$ cat config.mk
export PLATFORM = sky130hd
export DESIGN_NAME = addr_mode_decoder
export DESIGN_NICKNAME = d
export VERILOG_FILES = /design/src/rtl/ptr_fetch.v /design/src/rtl/ea_former.v /design/src/rtl/addr_mode_decoder.v
export VERILOG_INCLUDE_DIRS = /design/src /design/src/rtl
export SDC_FILE = /design/constraint.sdc
export NUM_CORES = 1
export LEC_CHECK = 0
export ABC_AREA = 0
export BUFFER_PORTS_ARGS = -buffer_cell sky130_fd_sc_hd__buf_2
export CAP_MARGIN = 20
export CORE_MARGIN = 3
export CORE_UTILIZATION = 40
export DETAILED_ROUTE_END_ITERATION = 8
export GPL_ROUTABILITY_DRIVEN = 0
export PLACE_DENSITY_LB_ADDON = 0.2
export SYNTH_ARGS = -nofsm -noshare
export SYNTH_HDL_FRONTEND = slang
export SYNTH_HIERARCHICAL = 1
export SYNTH_SLANG_ARGS = --single-unit
$ cat constraint.sdc
create_clock -name clk -period 4.53 [get_ports clk]
set_input_delay 0.453 -clock clk [delete_from_list [all_inputs] [get_ports clk]]
set_output_delay 0.453 -clock clk [all_outputs]
set_load 0.1 [all_outputs]
$ cat src/rtl/addr_decode_map.vh
// Purpose: constants shared by the addressing-mode decoder files
// Assumes: byte-wide instruction stream, 16-bit address space
// Notes:   definitions only
`ifndef ADDR_DECODE_MAP_VH
`define ADDR_DECODE_MAP_VH

// prebyte values and the relative call opcode as they appear in the instruction stream
`define SECOND_INDEX_PREBYTE          8'h90
`define INDIRECT_PREBYTE              8'h92
`define SECOND_INDEX_INDIRECT_PREBYTE 8'h91
`define RELATIVE_CALL_OP              8'had

// held prebyte codes
`define PRE_NONE      2'h0
`define PRE_SECOND    2'h1
`define PRE_INDIRECT  2'h2
`define PRE_SECOND_IND 2'h3

// addressing modes reported on modeOut
`define MODE_INH      5'h00
`define MODE_IMM      5'h01
`define MODE_DIR_S    5'h02
`define MODE_DIR_L    5'h03
`define MODE_IDX_0    5'h04
`define MODE_IDX_S    5'h05
`define MODE_IDX_L    5'h06
`define MODE_IND_S    5'h07
`define MODE_IND_L    5'h08
`define MODE_INDX_S   5'h09
`define MODE_INDX_L   5'h0a
`define MODE_REL_D    5'h0b
`define MODE_REL_I    5'h0c
`define MODE_BIT_D    5'h0d
`define MODE_BIT_I    5'h0e
`define MODE_BITREL_D 5'h0f
`define MODE_BITREL_I 5'h10
`define MODE_ILLEGAL  5'h1f

// opcode high-nibble groups
`define GRP_BIT_REL   4'h0
`define GRP_BIT       4'h1
`define GRP_REL       4'h2
`define GRP_RMW_DIR   4'h3
`define GRP_INH_A     4'h4
`define GRP_INH_X     4'h5
`define GRP_RMW_IDXS  4'h6
`define GRP_RMW_IDX0  4'h7
`define GRP_INH_M1    4'h8
`define GRP_INH_M2    4'h9
`define GRP_IMM       4'ha
`define GRP_DIR_S     4'hb
`define GRP_DIR_L     4'hc
`define GRP_IDX_L     4'hd
`define GRP_IDX_S     4'he
`define GRP_IDX_0     4'hf

// low nibbles of jump and call within a group
`define LO_JUMP       4'hc
`define LO_CALL       4'hd

`endif

$ cat src/rtl/ptr_fetch.v
// Purpose: reads a one- or two-byte pointer starting in page zero
// Assumes: memory answers with memRdValid while memRdReq is high
// Notes:   word pointers are stored high byte first
`timescale 1ns/100ps
module ptr_fetch (
  input  wire        clk,
  input  wire        rst,
  input  wire        start,
  input  wire [7:0]  base,
  input  wire [1:0]  count,
  input  wire        memRdValid,
  input  wire [7:0]  memRdData,
  output wire        memRdReq,
  output wire [15:0] memAddr,
  output reg  [15:0] ptrVal_r,
  output reg         done_r
);
  reg        busy_r;
  reg [1:0]  cnt_r;
  reg [1:0]  need_r;
  reg [15:0] addr_r;

  assign memRdReq = busy_r;
  assign memAddr  = addr_r;

  // shift bytes in high first so a one-byte pointer lands zero-extended
  always @(posedge clk) begin
    if (rst) begin
      busy_r   <= 1'b0;
      cnt_r    <= 2'h0;
      need_r   <= 2'h0;
      addr_r   <= 16'h0000;
      ptrVal_r <= 16'h0000;
      done_r   <= 1'b0;
    end else begin
      done_r <= 1'b0;
      if (start) begin
        busy_r   <= 1'b1;
        cnt_r    <= 2'h0;
        need_r   <= count;
        addr_r   <= {8'h00, base};
        ptrVal_r <= 16'h0000;
      end else if (busy_r && memRdValid) begin
        ptrVal_r <= {ptrVal_r[7:0], memRdData};
        cnt_r    <= cnt_r + 2'h1;
        addr_r   <= addr_r + 16'h0001; // may leave page zero, on purpose
        if (cnt_r + 2'h1 == need_r) begin
          busy_r <= 1'b0;
          done_r <= 1'b1;
        end
      end
    end
  end
endmodule // ptr_fetch

$ cat src/rtl/ea_former.v
// Purpose: forms effective address and relative target from fields
// Assumes: fields are stable while the decoder is in its final state
// Notes:   purely combinational, results are registered by the caller
`timescale 1ns/100ps
`include "addr_decode_map.vh"
module ea_former (
  input  wire [4:0]  mode,
  input  wire [7:0]  idx,
  input  wire [7:0]  ext0,
  input  wire [7:0]  ext1,
  input  wire [15:0] ptr,
  input  wire [15:0] nextPc,
  output reg  [15:0] ea,
  output reg  [15:0] target
);
  // unsigned index add; short forms stay below 16'h01ff by construction
  function [15:0] idxSum;
    input [15:0] b;
    input [7:0]  i;
    begin
      idxSum = b + {8'h00, i};
    end
  endfunction

  // signed 8-bit offset added to the already advanced pc
  function [15:0] relSum;
    input [15:0] pc;
    input [7:0]  off;
    begin
      relSum = pc + {{8{off[7]}}, off};
    end
  endfunction

  always @* begin
    ea     = 16'h0000;
    target = 16'h0000;
    case (mode)
      `MODE_IMM, `MODE_INH: ea = 16'h0000;
      `MODE_DIR_S, `MODE_BIT_D: ea = {8'h00, ext0};
      `MODE_DIR_L:  ea = {ext0, ext1};
      `MODE_IDX_0:  ea = {8'h00, idx};
      `MODE_IDX_S:  ea = idxSum({8'h00, ext0}, idx);
      `MODE_IDX_L:  ea = idxSum({ext0, ext1}, idx);
      `MODE_IND_S, `MODE_BIT_I: ea = {8'h00, ptr[7:0]};
      `MODE_IND_L:  ea = ptr;
      `MODE_INDX_S: ea = idxSum({8'h00, ptr[7:0]}, idx);
      `MODE_INDX_L: ea = idxSum(ptr, idx);
      `MODE_REL_D:  target = relSum(nextPc, ext0);
      `MODE_REL_I:  target = relSum(nextPc, ptr[7:0]);
      `MODE_BITREL_D: begin
        ea     = {8'h00, ext0};
        target = relSum(nextPc, ext1);
      end
      `MODE_BITREL_I: begin
        ea     = {8'h00, ptr[7:0]};
        target = relSum(nextPc, ext1);
      end
      default: begin
        ea     = 16'h0000;
        target = 16'h0000;
      end
    endcase
  end
endmodule // ea_former

$ cat src/rtl/addr_mode_decoder.v
// Purpose: instruction length and effective-address decoder
// Assumes: one instruction byte offered per handshake on instrByte
// Notes:   pointer reads go through ptr_fetch, address math in ea_former
//
// Overview of operation
// - inherent instructions are one opcode byte with no operand bytes
// - immediate instructions carry one operand value byte after the opcode
// - short direct uses the following byte as a page-zero address
// - long direct uses the following two bytes as a 16-bit address
// - indexed address is index register plus instruction offset, unsigned
// - no-offset indexed uses the index register alone, no extra byte
// - short indexed adds a one-byte offset, reaching up to 1FE
// - long indexed adds a two-byte offset, reaching the full space
// - indirect reads a pointer at the following byte, then uses it
// - short indirect reads a one-byte pointer, operand in page zero
// - long indirect reads a two-byte pointer via one address byte
// - indirect indexed adds index register to the pointer read
// - short indirect indexed adds index to a byte pointer, up to 1FE
// - long indirect indexed adds index to a word pointer
// - memory read-modify-write, call and jump have only short forms
// - relative modes add a signed 8-bit offset to the pc
// - relative direct offset is the byte after the opcode
// - relative indirect offset is read from memory at following byte
// - instructions are one to four bytes: prebyte, opcode, 0-2 bytes
// - three prebytes are recognised ahead of the opcode
// - second-index prebyte swaps first index for second index
// - indirect prebyte turns direct, short indexed or long indexed forms indirect
// - second-index indirect prebyte uses second index when indirect
// - relative offset applies to pc already past the instruction
`timescale 1ns/100ps
`include "addr_decode_map.vh"
module addr_mode_decoder (
  input  wire        clk,
  input  wire        rst,
  input  wire [7:0]  instrByte,
  input  wire        instrValid,
  input  wire [15:0] instrPc,
  output wire        instrReady,
  input  wire [7:0]  xIndex,
  input  wire [7:0]  yIndex,
  output wire        memRdReq,
  output wire [15:0] memAddr,
  input  wire        memRdValid,
  input  wire [7:0]  memRdData,
  output reg         decodeDone_r,
  output reg  [4:0]  modeOut_r,
  output reg  [7:0]  opcodeOut_r,
  output reg  [2:0]  instrLen_r,
  output reg  [15:0] eaAddr_r,
  output reg  [7:0]  immOperand_r,
  output reg  [15:0] targetPc_r,
  output reg  [15:0] nextPc_r,
  output reg         hasTarget_r,
  output reg         useSecondIndex_r,
  output reg         illegalOp_r
);
  // one-hot states
  localparam [3:0] S_OPC  = 4'h1;
  localparam [3:0] S_EXT  = 4'h2;
  localparam [3:0] S_PTR  = 4'h4;
  localparam [3:0] S_DONE = 4'h8;

  reg [3:0]  state_r;
  reg [1:0]  pre_r;
  reg [7:0]  opc_r;
  reg [4:0]  mode_r;
  reg [1:0]  extNeed_r;
  reg [1:0]  extCnt_r;
  reg [1:0]  ptrNeed_r;
  reg        useY_r;
  reg        bad_r;
  reg [7:0]  ext0_r;
  reg [7:0]  ext1_r;
  reg [2:0]  len_r;
  reg [15:0] pcBase_r;

  // classifier outputs for the byte on instrByte
  reg [4:0]  cMode;
  reg [1:0]  cExt;
  reg [1:0]  cPtr;
  reg        cY;
  reg        cBad;
  reg        isPre;
  reg [1:0]  preCode;

  wire [3:0]  hi = instrByte[7:4];
  wire [3:0]  lo = instrByte[3:0];
  wire        noPre   = (pre_r == `PRE_NONE);
  wire        preSec  = (pre_r == `PRE_SECOND);
  wire        preInd  = (pre_r == `PRE_INDIRECT);
  wire        preSecI = (pre_r == `PRE_SECOND_IND);
  wire        lastExt;
  wire        ptrStart;
  wire [7:0]  ptrBase;
  wire [15:0] ptrVal;
  wire        ptrDone;
  wire [15:0] eaNow;
  wire [15:0] targetNow;
  wire [15:0] nextPc;

  // a prebyte is only taken as such when none is held yet
  always @* begin
    isPre   = 1'b0;
    preCode = `PRE_NONE;
    if (noPre) begin
      if (instrByte == `SECOND_INDEX_PREBYTE) begin
        isPre   = 1'b1;
        preCode = `PRE_SECOND;
      end else if (instrByte == `INDIRECT_PREBYTE) begin
        isPre   = 1'b1;
        preCode = `PRE_INDIRECT;
      end else if (instrByte == `SECOND_INDEX_INDIRECT_PREBYTE) begin
        isPre   = 1'b1;
        preCode = `PRE_SECOND_IND;
      end
    end
  end

  // opcode group decode; anything not listed under a prebyte is illegal
  always @* begin
    cMode = `MODE_INH;
    cExt  = 2'h0;
    cPtr  = 2'h0;
    cY    = preSec | preSecI;
    cBad  = 1'b0;
    case (hi)
      `GRP_BIT_REL: begin
        cExt  = 2'h2;
        cMode = preInd ? `MODE_BITREL_I : `MODE_BITREL_D;
        cPtr  = preInd ? 2'h1 : 2'h0;
        cBad  = preSec | preSecI;
      end
      `GRP_BIT: begin
        cExt  = 2'h1;
        cMode = preInd ? `MODE_BIT_I : `MODE_BIT_D;
        cPtr  = preInd ? 2'h1 : 2'h0;
        cBad  = preSec | preSecI;
      end
      `GRP_REL: begin
        cExt  = 2'h1;
        cMode = preInd ? `MODE_REL_I : `MODE_REL_D;
        cPtr  = preInd ? 2'h1 : 2'h0;
        cBad  = preSec | preSecI;
      end
      `GRP_RMW_DIR: begin
        cExt  = 2'h1; // only short direct exists here
        cMode = preInd ? `MODE_IND_S : `MODE_DIR_S;
        cPtr  = preInd ? 2'h1 : 2'h0;
        cBad  = preSec | preSecI;
      end
      `GRP_INH_A, `GRP_INH_X, `GRP_INH_M1, `GRP_INH_M2: begin
        cExt  = 2'h0; // opcode alone
        cMode = `MODE_INH;
        cBad  = preInd | preSecI | (!noPre && hi == `GRP_INH_M2 &&
                lo <= 4'h2); // stacked prebyte
      end
      `GRP_RMW_IDXS, `GRP_IDX_S: begin
        cExt  = 2'h1;
        cMode = (preInd | preSecI) ? `MODE_INDX_S : `MODE_IDX_S;
        cPtr  = (preInd | preSecI) ? 2'h1 : 2'h0;
      end
      `GRP_RMW_IDX0, `GRP_IDX_0: begin
        cExt  = 2'h0;
        cMode = `MODE_IDX_0;
        cBad  = preInd | preSecI;
      end
      `GRP_IMM: begin
        cExt = 2'h1;
        if (instrByte == `RELATIVE_CALL_OP) begin
          cMode = preInd ? `MODE_REL_I : `MODE_REL_D;
          cPtr  = preInd ? 2'h1 : 2'h0;
          cBad  = preSec | preSecI;
        end else begin
          cMode = `MODE_IMM;
          cBad  = preInd | preSecI;
        end
      end
      `GRP_DIR_S: begin
        cExt  = 2'h1;
        cMode = preInd ? `MODE_IND_S : `MODE_DIR_S;
        cPtr  = preInd ? 2'h1 : 2'h0;
        cBad  = preSecI;
      end
      `GRP_DIR_L: begin
        cExt  = preInd ? 2'h1 : 2'h2;
        cMode = preInd ? `MODE_IND_L : `MODE_DIR_L;
        cPtr  = preInd ? 2'h2 : 2'h0;
        cBad  = preSecI | lo == `LO_JUMP | lo == `LO_CALL;
      end
      `GRP_IDX_L: begin
        cExt  = (preInd | preSecI) ? 2'h1 : 2'h2;
        cMode = (preInd | preSecI) ? `MODE_INDX_L : `MODE_IDX_L;
        cPtr  = (preInd | preSecI) ? 2'h2 : 2'h0;
        cBad  = lo == `LO_JUMP | lo == `LO_CALL;
      end
      default: cBad = 1'b1;
    endcase
    if (cBad)
      cMode = `MODE_ILLEGAL;
  end

  // first operand byte is always the pointer address when one is read
  assign lastExt    = (extCnt_r + 2'h1 == extNeed_r);
  assign ptrBase    = (extCnt_r == 2'h0) ? instrByte : ext0_r;
  assign ptrStart   = (state_r == S_EXT) && instrValid && lastExt &&
                      (ptrNeed_r != 2'h0);
  assign instrReady = (state_r == S_OPC) || (state_r == S_EXT);
  assign nextPc     = pcBase_r + {13'h0000, len_r};

  ptr_fetch u_ptr (
    .clk        (clk),
    .rst        (rst),
    .start      (ptrStart),
    .base       (ptrBase),
    .count      (ptrNeed_r),
    .memRdValid (memRdValid),
    .memRdData  (memRdData),
    .memRdReq   (memRdReq),
    .memAddr    (memAddr),
    .ptrVal_r   (ptrVal),
    .done_r     (ptrDone)
  );

  ea_former u_ea (
    .mode   (mode_r),
    .idx    (useY_r ? yIndex : xIndex),
    .ext0   (ext0_r),
    .ext1   (ext1_r),
    .ptr    (ptrVal),
    .nextPc (nextPc),
    .ea     (eaNow),
    .target (targetNow)
  );

  // byte collection and sequencing; outputs refresh only on completion
  always @(posedge clk) begin
    if (rst) begin
      state_r          <= S_OPC;
      pre_r            <= `PRE_NONE;
      opc_r            <= 8'h00;
      mode_r           <= `MODE_INH;
      extNeed_r        <= 2'h0;
      extCnt_r         <= 2'h0;
      ptrNeed_r        <= 2'h0;
      useY_r           <= 1'b0;
      bad_r            <= 1'b0;
      ext0_r           <= 8'h00;
      ext1_r           <= 8'h00;
      len_r            <= 3'h0;
      pcBase_r         <= 16'h0000;
      decodeDone_r     <= 1'b0;
      modeOut_r        <= `MODE_INH;
      opcodeOut_r      <= 8'h00;
      instrLen_r       <= 3'h0;
      eaAddr_r         <= 16'h0000;
      immOperand_r     <= 8'h00;
      targetPc_r       <= 16'h0000;
      nextPc_r         <= 16'h0000;
      hasTarget_r      <= 1'b0;
      useSecondIndex_r <= 1'b0;
      illegalOp_r      <= 1'b0;
    end else begin
      decodeDone_r <= 1'b0;
      case (state_r)
        S_OPC: if (instrValid) begin
          len_r <= len_r + 3'h1;
          if (noPre)
            pcBase_r <= instrPc;
          if (isPre) begin
            pre_r <= preCode;
          end else begin
            opc_r     <= instrByte;
            mode_r    <= cMode;
            extNeed_r <= cExt;
            ptrNeed_r <= cPtr;
            useY_r    <= cY;
            bad_r     <= cBad;
            extCnt_r  <= 2'h0;
            // an illegal pair stops here, consuming no operand bytes
            if (cBad || cExt == 2'h0)
              state_r <= S_DONE;
            else
              state_r <= S_EXT;
          end
        end
        S_EXT: if (instrValid) begin
          len_r    <= len_r + 3'h1;
          extCnt_r <= extCnt_r + 2'h1;
          if (extCnt_r == 2'h0)
            ext0_r <= instrByte;
          else
            ext1_r <= instrByte;
          if (lastExt)
            state_r <= (ptrNeed_r != 2'h0) ? S_PTR : S_DONE;
        end
        S_PTR: if (ptrDone)
          state_r <= S_DONE; // pointer read before operand use
        S_DONE: begin
          decodeDone_r     <= 1'b1;
          modeOut_r        <= mode_r;
          opcodeOut_r      <= opc_r;
          instrLen_r       <= len_r;
          eaAddr_r         <= bad_r ? 16'h0000 : eaNow;
          immOperand_r     <= (mode_r == `MODE_IMM) ? ext0_r : 8'h00;
          targetPc_r       <= bad_r ? 16'h0000 : targetNow;
          nextPc_r         <= nextPc;
          hasTarget_r      <= !bad_r && (mode_r == `MODE_REL_D ||
                              mode_r == `MODE_REL_I ||
                              mode_r == `MODE_BITREL_D ||
                              mode_r == `MODE_BITREL_I);
          // an illegal pair reports no index choice, like its zero address
          useSecondIndex_r <= useY_r && !bad_r;
          illegalOp_r      <= bad_r;
          pre_r            <= `PRE_NONE;
          len_r            <= 3'h0;
          state_r          <= S_OPC;
        end
        default: state_r <= S_OPC;
      endcase
    end
  end
endmodule // addr_mode_decoder

# Yosys cells after proc, flatten, opt, wreduce, memory -nomap -nowiden
# Cells that the tools add are included.
# word_totals
reg_bits,176
input_bits,52
output_inout_bits,94
elab_cells,214
# classes
n_addsub,12
magnitude_cmp,1
n_eq_ne,53
n_mux,60
bitwise,9
reduce_logical,48
# ops
operator,n
case mux 16 bit (9 select lines),1
case mux 5 bit (10 select lines),1
adder 16 bit,3
case mux 16 bit (3 select lines),1
equality test 4 bit (second input constant),11
2-to-1 mux 4 bit,11
equality test 5 x 4 -> 1 bit (second input constant),8
2-to-1 mux 8 bit,5
adder 16 x 8 -> 16 bit,2
equality test 8 bit (second input constant),4
2-to-1 mux 16 bit,2
2-to-1 mux 2 bit,14
equality test 4 x 3 -> 1 bit (second input constant),5
equality test 5 x 3 -> 1 bit (second input constant),4
case mux 2 bit (5 select lines),2
adder 8 x 8 -> 9 bit,2
adder 16 x 1 -> 16 bit (second input constant),1
adder 16 x 3 -> 16 bit,1
2-to-1 mux 1 bit,13
equality test 4 x 2 -> 1 bit (second input constant),3
case mux 4 bit (3 select lines),1
AND reduction 3 bit,4
nonzero test 2 bit,6
OR reduction 2 bit,6
32 further kinds,72

# Logic depth before layout (Yosys ltp)
# Gate-level depths: netlist of run 1.
# logic_depth
word_depth,11
depth_mapped,17
ltp_nobuf,15

# By module
# Netlist of run 1, hierarchy kept.
# by_module_without_submodules
mod,instances,cells_each,area_each_um2,seq_area_each_um2
addr_mode_decoder,1,670,5931.9,2762.6
ea_former,1,355,2671.3,0.0
ptr_fetch,1,197,1622.8,760.7

# Worst setup path before layout of run 1
# No wires, ideal clock.
# synth_timing
kind,register -> register
start,register mode_r[0]
end,register eaAddr_r[8]
setup_time_ps,118
t_arrival_ps,3605
t_required_ps,4412
slack_ps,807
stages_incl_launch_ff,16
path_buffers,3
synth_period_minus_slack_ps,3723
cell_sequence,dfxtp_1 -> buf_2 -> and2b_1 -> nand2_1 -> buf_4 -> buf_4 -> mux2_2 -> ha_1 -> fa_1 -> a211oi_1 -> o21ai_0 -> o31ai_1 -> xor2_1 -> a222oi_1 -> nand3_1 -> a22o_1
# synth_via
elab_chain_cells,4
word_cells_on_any_way,17
classes_between,eq/ne: 13; mux: 2; reduce/logical: 2
# synth_rtl
element,line,rtl
start: declaration,addr_mode_decoder.v:66,reg [4:0] mode_r;
start signal: assignment,addr_mode_decoder.v:241,mode_r <= `MODE_INH;
start signal: assignment,addr_mode_decoder.v:273,mode_r <= cMode;
"equality test 5 bit, or another cell as far along",-,
OR reduction 3 bit (no source line),-,
case mux 16 bit (9 select lines) *,ea_former.v:37,case (mode)
via eaNow[8],addr_mode_decoder.v:97,wire [15:0] eaNow;
2-to-1 mux 16 bit *,addr_mode_decoder.v:303,eaAddr_r <= bad_r ? 16'h0000 : eaNow;
end signal: assignment,addr_mode_decoder.v:303,
end: declaration,addr_mode_decoder.v:49,"output reg [15:0] eaAddr_r,"
# The timed path passes the listed nets; every way through them passes the cells marked *.
# A chain may end at the register's enable or synchronous reset.

# Worst setup path after layout of run 1
# layout_timing
start,register mode_r[2]
end,register eaAddr_r[8]
# Same word-level chain as after synthesis.

==> results of run 1 <==
worst max-delay path, stage by stage, from the launching register on:
cell and delay, ns:
dfxtp_1 0.70, nor3b_2 0.13, nand2_1 0.13, buf_4 0.30, mux2_2 0.40, fa_1 0.48
a211oi_1 0.24, o21ai_0 0.18, o31ai_1 0.52, xor2_1 0.14, a222oi_1 0.32, nand3_1 0.12
a22o_1 0.20
kinds of logic after synthesis:
kind of cell | Yosys count | synth area share
xor gates and xnor gates | 65 | 0.05641
DFF | 176 | 0.3445
and+or+nand+nor | 461 | 0.2228
AOI/OAI and AO/OA | 314 | 0.2108
buffers and inverters | 101 | 0.04380
muxes | 59 | 0.06240
adders and majority gates | 46 | 0.05922
synth_stat cells (6+ instances only):
library cell	n
nand2_1	211
dfxtp_1	176
a21oi_1	114
nor2_1	83
a22o_1	43
ha_1	42
mux2_2	38
xnor2_1	37
clkbuf_1	35
inv_1	30
nand3_1	29
o21ai_0	28
xor2_1	27
buf_2	24
nor3_1	23
mux2i_1	21
a22oi_1	18
nand2b_1	14
o21a_1	14
a21o_1	11
and2_1	10
and3_1	10
a211oi_1	9
nand3b_1	9
nand4_1	9
a222oi_1	8
a31oi_1	8
and4_1	8
nor2b_1	8
a21boi_0	6
nor4_1	6
o21bai_1	6
o22ai_1	6
power groups by stage:
stage,Sequential (mW),Combinational [mW],Clock (mW)
2_1_floorplan,1.66,0.316,0
3_3_place_gp,1.66,0.428,0
3_5_place_dp,1.66,0.431,0
4_1_cts,1.62,0.433,1.50
5_1_grt,1.63,0.478,1.55
6_report,1.62,0.436,1.46
worst paths after layout:
check | cells past startpoint | end | startpoint | slack [ns]
min reg2reg | 2 | opcodeOut_r[1] | opcodeOut_r[1] | 0.45
min | 3 | u_ptr/ptrVal_r[2] | memRdData[2] | 0.24
max | 12 | eaAddr_r[8] | mode_r[2] | 0.57
max reg2reg | 12 | eaAddr_r[8] | mode_r[2] | 0.57
registers in the layout (all words and copies together), names as in the netlist, 2 cells and up:
register        cells
eaAddr_r           16
ext0_r              8
ext1_r              8
extCnt_r            2
extNeed_r           2
immOperand_r        8
instrLen_r          3
len_r               3
modeOut_r           5
mode_r              5
nextPc_r           16
opc_r               8
opcodeOut_r         8
pcBase_r           16
pre_r               2
ptrNeed_r           2
state_r             4
targetPc_r         16
u_ptr/cnt_r         2
u_ptr/memAddr      16
u_ptr/need_r        2
u_ptr/ptrVal_r     16
final cells by class:
| type | instances | area [um2] |
|---|---|---|
| clock buffer | 19 | 442.9 |
| clock inverter | 12 | 126.4 |
| fill | 2498 | 13020 |
| inverter | 30 | 112.6 |
| multi-input combinational | 945 | 6290 |
| sequential | 176 | 3523 |
| tap | 324 | 405.4 |
| timing repair buffer | 157 | 830.8 |
per-stage QoR:
step           cell area, um2  worst slack (ns)
2_1_floorplan           10230            0.8073
3_3_place_gp            11140            0.7342
3_5_place_dp            11140            0.6614
4_1_cts                 11710            0.5999
5_1_grt                 11730            0.2126
6_report                11730            0.5671
per-layer routing:
layer | global-route usage | part of all wire | vias to the layer above
met1 | 0.2755 | 0.45 | 4386
li1 | - | - | 4584
met4 | 0.06365 | 0.023 | 0
met2 | 0.3384 | 0.46 | 291
met3 | 0.04618 | 0.061 | 45
met5 | 0 | 0 | -
==> results by group, run 1 <==
Placement
  – Cell Count Post-Placement: 1,631
  – Detail Placement HPWL: 21,380 um
  – IO buf count: 145

Status
  – Status: finished clean

Detailed routing
  – DR iter-0 viols: 890
  – Total wire length: 29,540 um
  – Drt pass-1 iters: 6
  – Routed wire per std cell: 17.76 um
  – Number of routed nets with antenna violations: 0
  – Residual DRC: 0
  – Total number of vias: 9,306
  – Vias per cell: 5.596

Synth
  – Post-Syn Nets: 1,320
  – Flops & latches, synth: 176
  – Top FF cell, synth: dfxtp_1
  – Share of flip-flops with an asynchronous set or reset: 0
  – Synthesized area: 10,230 um2
  – Register area share after synthesis: 0.3445
  – Largest cells by area after synthesis: dfxtp_1 34%, nand2_1 7.7%, a21oi_1 5.6%
  – EDFF count, synth: 0
  – Mapped Cells: 1,222
  – Dominant cell type by area after synthesis: dfxtp_1
  – Top cell type's share of synthesized area: 0.3445
  – Synth unique cells: 89
  – Avg Cell Area, Syn: 8.368 um2
  – Synth Warn #: 6

STA
  – Worst Max-Slew Pin Slew: 0.9815 ns
  – Final Max Tran Viols: 0
  – Max_slew headroom: 0.3408
  – Setup TNS: 0 ns
  – Layout Skew: 0.008880 ns
  – Final hold slack: 0.2441 ns
  – Period utilization: 0.8748
  – Final Hold Vio Count: 0
  – RSZ-0062 raised after global routing: false
  – Max Freq: 0.2523 GHz
  – Post-layout minimum cycle time: 3.963 ns
  – Final setup fails: 0

Setup path
  – CP endpoint kind: flip-flop
  – CP max FO: 19
  – Arr. time, crit path: 4.29 ns
  – Critical Path Start Type: flip-flop
  – CP Data Required Time: 4.86 ns
  – WS Path Type: reg -> reg

Floorplan
  – Initial Utilization: 0.4132
  – IO Count: 146
  – Core box area: 24,750 um2
  – Rows: 57
  – Die width: 165.9 um
  – Die area: 27,520 um2
  – Die height: 165.9 um

Power and ir drop
  – PnR Total Power: 3.520 mW
  – Combinational power share: 0.124
  – Seq pwr share: 0.461
  – Switching portion of total power: 0.2863
  – Clock power frac: 0.415
  – Internal: 2.512 mW
  – Leakage Power: 4.957 nW
  – Peak VDD IR: 0.1676 mV
  – NetSw: 1.008 mW
  – Pwr dens: 300.1 nW/um2

Cells and area
  – Commonest non-fill, non-tap cell in the layout: nand2_1
  – Final Non-Filler Cells: 1,663
  – Finished Core Util: 0.4740
  – Fraction of layout cells with a size suffix above 1: 0.1904
  – Ant diodes: 0
  – Most frequent cells in the layout: 211 x nand2_1, 176 x dfxtp_1, 144 x buf_2
  – Nets: 1,425
  – Area delta synth->final: 14.72%

Global route
  – Total GRT Usage: 0.2075
  – Global-route wire length before repair: 47,230 um
  – Vias in the first global route: 8,700
  – Pin count of the biggest net entering global routing: 62
  – Antenna violations before repair: 0
  – GRT overflow: 0

Clock network
  – Hold buffers post-CTS: 0
  – Resize count post-CTS: 0
  – CTS tree: yes
  – Max H-tree Level: 4
  – # clock sinks: 176
  – Setup Fix Bufs, Post-CTS: 0
  – Clock Tree Buf Depth: 2
  – TritonCTS buffer count: 17
  – Clock slew at reported path FFs: 0.07 ns
  – Worst skew pair latency: 0.44 ns
  – Clock root buffer: clkbuf_16

Worst hold path
  – Hold Crit Class: in -> reg

Job
  – Max Cap Viol: 0
(Power assumes the default switching activity.)
==> run 2: changes to the inputs <==
--- a/config.mk
+++ b/config.mk
@@ -14,6 +14,7 @@
 export DETAILED_ROUTE_END_ITERATION = 8
 export GPL_ROUTABILITY_DRIVEN = 0
 export PLACE_DENSITY_LB_ADDON = 0.2
+export RECOVER_POWER = 100
 export SYNTH_ARGS = -nofsm -noshare
 export SYNTH_HDL_FRONTEND = slang
 export SYNTH_HIERARCHICAL = 1
==> run 2 against run 1 <==
Against the previous run: the flow now finishes with violations (max-capacitance violations, max-slew violations); die area stayed put; maximum frequency is 3.9% lower; combinational power is 2% lower; hold slack better by 0.00096 ns; final area is 1.9% lower; critical path depth is 2 higher; via count is 0.12% lower; total power is 0.34% lower; critical endpoint is now targetPc_r[8]; largest power group unchanged.
==> results by group, run 2 (synthesis gave the netlist of run 1 again) <==
Status
  – Status: finished, violations left
  – Failing checks: max-capacitance violations, max-slew violations

Placement
  – IO buf count: 145
  – Placed cell areas: 11,140 um2
  – Detail Placement HPWL: 21,380 um
  – Place WS: 0.6614 ns

Clock network
  – Clock slew at reported path FFs: 0.07 ns
  – Resize count post-CTS: 0
  – Clock root buffer: clkbuf_16
  – Setup Fix Bufs, Post-CTS: 0
  – Worst skew pair latency: 0.44 ns
  – Hold buffers post-CTS: 0
  – TritonCTS buffer count: 17
  – # clock sinks: 176
  – Max H-tree Level: 4
  – CTS tree: yes
  – Clock Tree Buf Depth: 2

Power and ir drop
  – Leakage Power: 4.502 nW
  – Pwr dens: 304.9 nW/um2
  – Peak VDD IR: 0.1715 mV

Floorplan
  – Die area: 27,520 um2
  – Initial Utilization: 0.4132
  – Core box area: 24,750 um2
  – Die width: 165.9 um
  – Die height: 165.9 um
  – IO Count: 146
  – Rows: 57

Detailed routing
  – Drt pass-1 iters: 9
  – Total number of vias: 9,295
  – Routed wire per std cell: 17.83 um
  – Vias per cell: 5.589
  – Number of routed nets with antenna violations: 0
  – Residual DRC: 0
  – DR iter-0 viols: 950
  – Total wire length: 29,660 um

Setup path
  – Worst Setup EP: targetPc_r[8]
  – R2R cell count: 14
  – Critical Path Start Type: flip-flop
  – R2R Path Start: mode_r[4]
  – R2R setup slack: 0.40 ns
  – Worst reg2reg endpoint: targetPc_r[8]
  – Arr. time, crit path: 4.51 ns
  – Crit path from: mode_r[4]
  – WS Path Type: reg -> reg
  – CP endpoint kind: flip-flop
  – CP max FO: 15
  – CP Data Required Time: 4.91 ns

STA
  – Final hold slack: 0.2450 ns
  – RSZ-0062 raised after global routing: false
  – Period utilization: 0.9106
  – Final Max Tran Viols: 82
  – Final Hold Vio Count: 0
  – Layout Skew: 0.009236 ns
  – Setup TNS: 0 ns
  – Max Freq: 0.2424 GHz
  – Max_slew headroom: -0.2434
  – Worst Max-Slew Pin Slew: 1.851 ns
  – Final setup fails: 0
  – Post-layout minimum cycle time: 4.125 ns
  – Setup ws final: 0.4048 ns

Worst hold path
  – Hold Startpoint: memRdData[2]
  – Hold Crit Class: in -> reg

Cells and area
  – Area delta synth->final: 12.50%
  – Most frequent cells in the layout: 211 x nand2_1, 176 x dfxtp_1, 114 x a21oi_1
  – Ant diodes: 0
  – Nets: 1,425
  – Commonest non-fill, non-tap cell in the layout: nand2_1
  – Design area: 11,500 um2
  – Fraction of layout cells with a size suffix above 1: 0.1098

Global route
  – Vias in the first global route: 8,700
  – Total GRT Usage: 0.2075
  – Antenna violations before repair: 0
  – Pin count of the biggest net entering global routing: 62
  – Global-route wire length before repair: 47,230 um
  – GRT overflow: 0

Job
  – Max Cap Viol: 3
==> run 2: layout make-up <==
type	instances	area [um2]
multi-input cells	945	6207
flip-flops and latches	176	3523
fillers	2566	13240
inverters	30	112.6
well taps	324	405.4
repair buffers	157	686.9
clock buffers	19	442.9
clock inverters	12	126.4
==> run 2: metrics by stage <==
stage,util,instances,total power [mW]
floorplan,-,1222,1.971
global placement,0.4502,1631,2.085
detailed placement,0.4502,1631,2.090
CTS,0.4732,1662,3.555
global route,0.4649,1663,3.645
finish,0.4649,1663,3.508
==> run 2: layer usage <==
| metal | track usage | routed length, um | vias up |
|---|---|---|---|
| li1 | - | - | 4580 |
| met1 | 0.2755 | 13650 | 4404 |
| met2 | 0.3384 | 13570 | 269 |
| met3 | 0.04618 | 1783 | 42 |
| met4 | 0.06365 | 648 | 0 |
| met5 | 0 | 0 | - |
==> run 2: worst min-delay path by stage <==
stage,cells past startpoint,endpoint,slack [ns]
floorplan,2,opcodeOut_r[7],0.43
global placement,2,opcodeOut_r[6],0.44
detailed placement,2,opcodeOut_r[1],0.44
CTS,3,u_ptr/ptrVal_r[4],0.23
global route,3,u_ptr/ptrVal_r[4],0.24
finish,3,u_ptr/ptrVal_r[2],0.25
==> run 2: critical path: stages (launching register included) <==
cell and delay [ns]:
dfxtp_1 0.64, or3b_4 0.47, o22ai_1 0.66, a22oi_1 0.18, nand2_1 0.12, ha_1 0.16, inv_1 0.06, fa_1 0.40
and3b_1 0.29, o211ai_1 0.14, a21boi_0 0.28, o21ai_0 0.17, nand3_1 0.12, nor3b_1 0.23, a22o_1 0.15
==> run 2: where the power goes <==
| part | internal [mW] | total [mW] | switching (mW) | leakage (nW) |
|---|---|---|---|---|
| sequential | 1.58 | 1.62 | 0.0432 | 1.42 |
| clock | 0.784 | 1.46 | 0.677 | 0.272 |
| combinational | 0.142 | 0.426 | 0.284 | 2.81 |
==> run 3: changes to the inputs <==
--- a/config.mk
+++ b/config.mk
@@ -13,7 +13,7 @@
 export CORE_UTILIZATION = 40
 export DETAILED_ROUTE_END_ITERATION = 8
 export GPL_ROUTABILITY_DRIVEN = 0
-export PLACE_DENSITY_LB_ADDON = 0.2
+export PLACE_DENSITY_LB_ADDON = 0.05
 export RECOVER_POWER = 100
 export SYNTH_ARGS = -nofsm -noshare
 export SYNTH_HDL_FRONTEND = slang
==> run 3 against run 2 <==
Against the previous run: count of clock-buffer cells in the layout is 2 lower; first-iteration DRC count is 28% lower; via count is 0.47% lower; maximum frequency is 3.0% higher; the flow still finishes with violations (max-capacitance violations, max-slew violations); combinational power is 2% higher; critical path depth is 2 lower; total power is 0.58% higher; critical endpoint is now eaAddr_r[8]; non-clock buffer count is 2 higher.
==> results by group, run 3 (synthesis gave the netlist of run 1 again) <==
Status
  – Status: finished, violations left
  – Failing checks: max-capacitance violations, max-slew violations

STA
  – Post-layout minimum cycle time: 4.006 ns
  – Max Freq: 0.2496 GHz
  – Final Hold Vio Count: 0
  – Worst Max-Slew Pin Slew: 1.660 ns
  – Setup TNS: 0 ns
  – Final setup fails: 0
  – Final hold slack: 0.2447 ns
  – Max_slew headroom: -0.1069
  – Setup ws final: 0.5235 ns
  – Period utilization: 0.8844
  – RSZ-0062 raised after global routing: false
  – Layout Skew: 0.01426 ns
  – Final Max Tran Viols: 52

Power and ir drop
  – Seq pwr share: 0.459
  – Leakage Power: 4.511 nW
  – Combinational power share: 0.123
  – Peak VDD IR: 0.1619 mV
  – Pwr dens: 305.6 nW/um2
  – PnR Total Power: 3.529 mW
  – Switching portion of total power: 0.2922
  – Clock power frac: 0.418
  – Internal: 2.498 mW
  – NetSw: 1.031 mW

Cells and area
  – Area delta synth->final: 12.91%
  – Nets: 1,427
  – Most frequent cells in the layout: 211 x nand2_1, 176 x dfxtp_1, 114 x a21oi_1
  – Final Non-Filler Cells: 1,667
  – Design area: 11,550 um2
  – Fraction of layout cells with a size suffix above 1: 0.1140
  – Commonest non-fill, non-tap cell in the layout: nand2_1
  – Finished Core Util: 0.4666

Floorplan
  – Initial Utilization: 0.4132
  – Core box area: 24,750 um2
  – Die height: 165.9 um
  – IO Count: 146
  – Die area: 27,520 um2
  – Die width: 165.9 um
  – Rows: 57

Placement
  – Place WS: 0.6112 ns
  – IO buf count: 145
  – Detail Placement HPWL: 22,520 um
  – Placed cell areas: 11,160 um2
  – Cell Count Post-Placement: 1,633

Global route
  – Global-route wire length before repair: 49,160 um
  – Pin count of the biggest net entering global routing: 47
  – Total GRT Usage: 0.2183
  – Vias in the first global route: 8,703
  – Antenna violations before repair: 2
  – GRT overflow: 0

Detailed routing
  – Vias per cell: 5.549
  – Number of routed nets with antenna violations: 0
  – Residual DRC: 0
  – Total wire length: 30,890 um
  – Total number of vias: 9,251
  – Drt pass-1 iters: 7
  – DR iter-0 viols: 686
  – Routed wire per std cell: 18.53 um

Clock network
  – Setup Fix Bufs, Post-CTS: 0
  – Max H-tree Level: 4
  – # clock sinks: 176
  – Clock Tree Buf Depth: 2
  – TritonCTS buffer count: 17
  – CTS tree: yes
  – Resize count post-CTS: 0
  – Hold buffers post-CTS: 0
  – Clock root buffer: clkbuf_16
  – Worst skew pair latency: 0.44 ns
  – Clock slew at reported path FFs: 0.08 ns

Setup path
  – Arr. time, crit path: 4.35 ns
  – Slowest-stage cell, CP: dfxtp_1
  – WS Path Type: reg -> reg
  – CP endpoint kind: flip-flop
  – Critical Path Start Type: flip-flop
  – Slowest stage delay, CP: 0.59 ns
  – CP max FO: 14
  – CP Data Required Time: 4.87 ns
  – Ordered cell list for the critical path: and2b_1, nand2_1, mux2_2, ha_1, fa_1, a211oi_1, o21ai_0, o31ai_1, xor2_1, a222oi_1, nand3_1, a22o_1

Job
  – Max Cap Viol: 2

Worst hold path
  – Hold Crit Class: in -> reg
## run 3: changes by cell type in the layout (fill, tap and decap cells not counted), moves of 2 or more
cell        before  now
clkinvlp_4       3    5
mux2_2          36   38
mux2_1           2    0
clkinv_4         2    0
buf_4            9   11
## run 3: final cells by class
cell class                 count  area (um2)
antenna                        1       2.502
fill                        2455       13200
inverter                      30       112.6
clock buffer                  17       425.4
multi-input combinational    945        6221
clock inverter                15       153.9
sequential                   176        3523
timing repair buffer         159       701.9
tap                          324       405.4
## run 3: path summary, 6_finish.rpt
kind	cells past startpoint	to	startpoint	slack (ns)
setup / recovery	12	eaAddr_r[8]	mode_r[0]	0.52
hold / removal	3	u_ptr/ptrVal_r[6]	memRdData[6]	0.24
setup reg to reg	12	eaAddr_r[8]	mode_r[0]	0.52
hold reg to reg	2	opcodeOut_r[5]	opcodeOut_r[5]	0.45
## run 3: metal layers
| metal | vias up | GRT usage | share of wire |
|---|---|---|---|
| met5 | - | 0 | 0.00023 |
| met4 | 2 | 0.05497 | 0.015 |
| met3 | 42 | 0.04356 | 0.057 |
| met2 | 284 | 0.3378 | 0.44 |
| met1 | 4328 | 0.3130 | 0.49 |
| li1 | 4595 | - | - |
## run 3: power groups by stage
stage	clock network (mW)	registers, mW	logic [mW]
2_1_floorplan	0	1.66	0.316
3_3_place_gp	0	1.66	0.436
3_5_place_dp	0	1.66	0.436
4_1_cts	1.51	1.62	0.439
5_1_grt	1.57	1.63	0.479
6_report	1.47	1.62	0.435
## run 3: critical path: cells and delay by family, from the launching register on
kind	cells	cell delay [ns]
xor gates and xnor gates	1	0.14
DFF	1	0.59
AOI/OAI and AO/OA	5	1.52
muxes	1	0.37
and+or+nand+nor	3	0.59
adders and majority gates	2	0.69
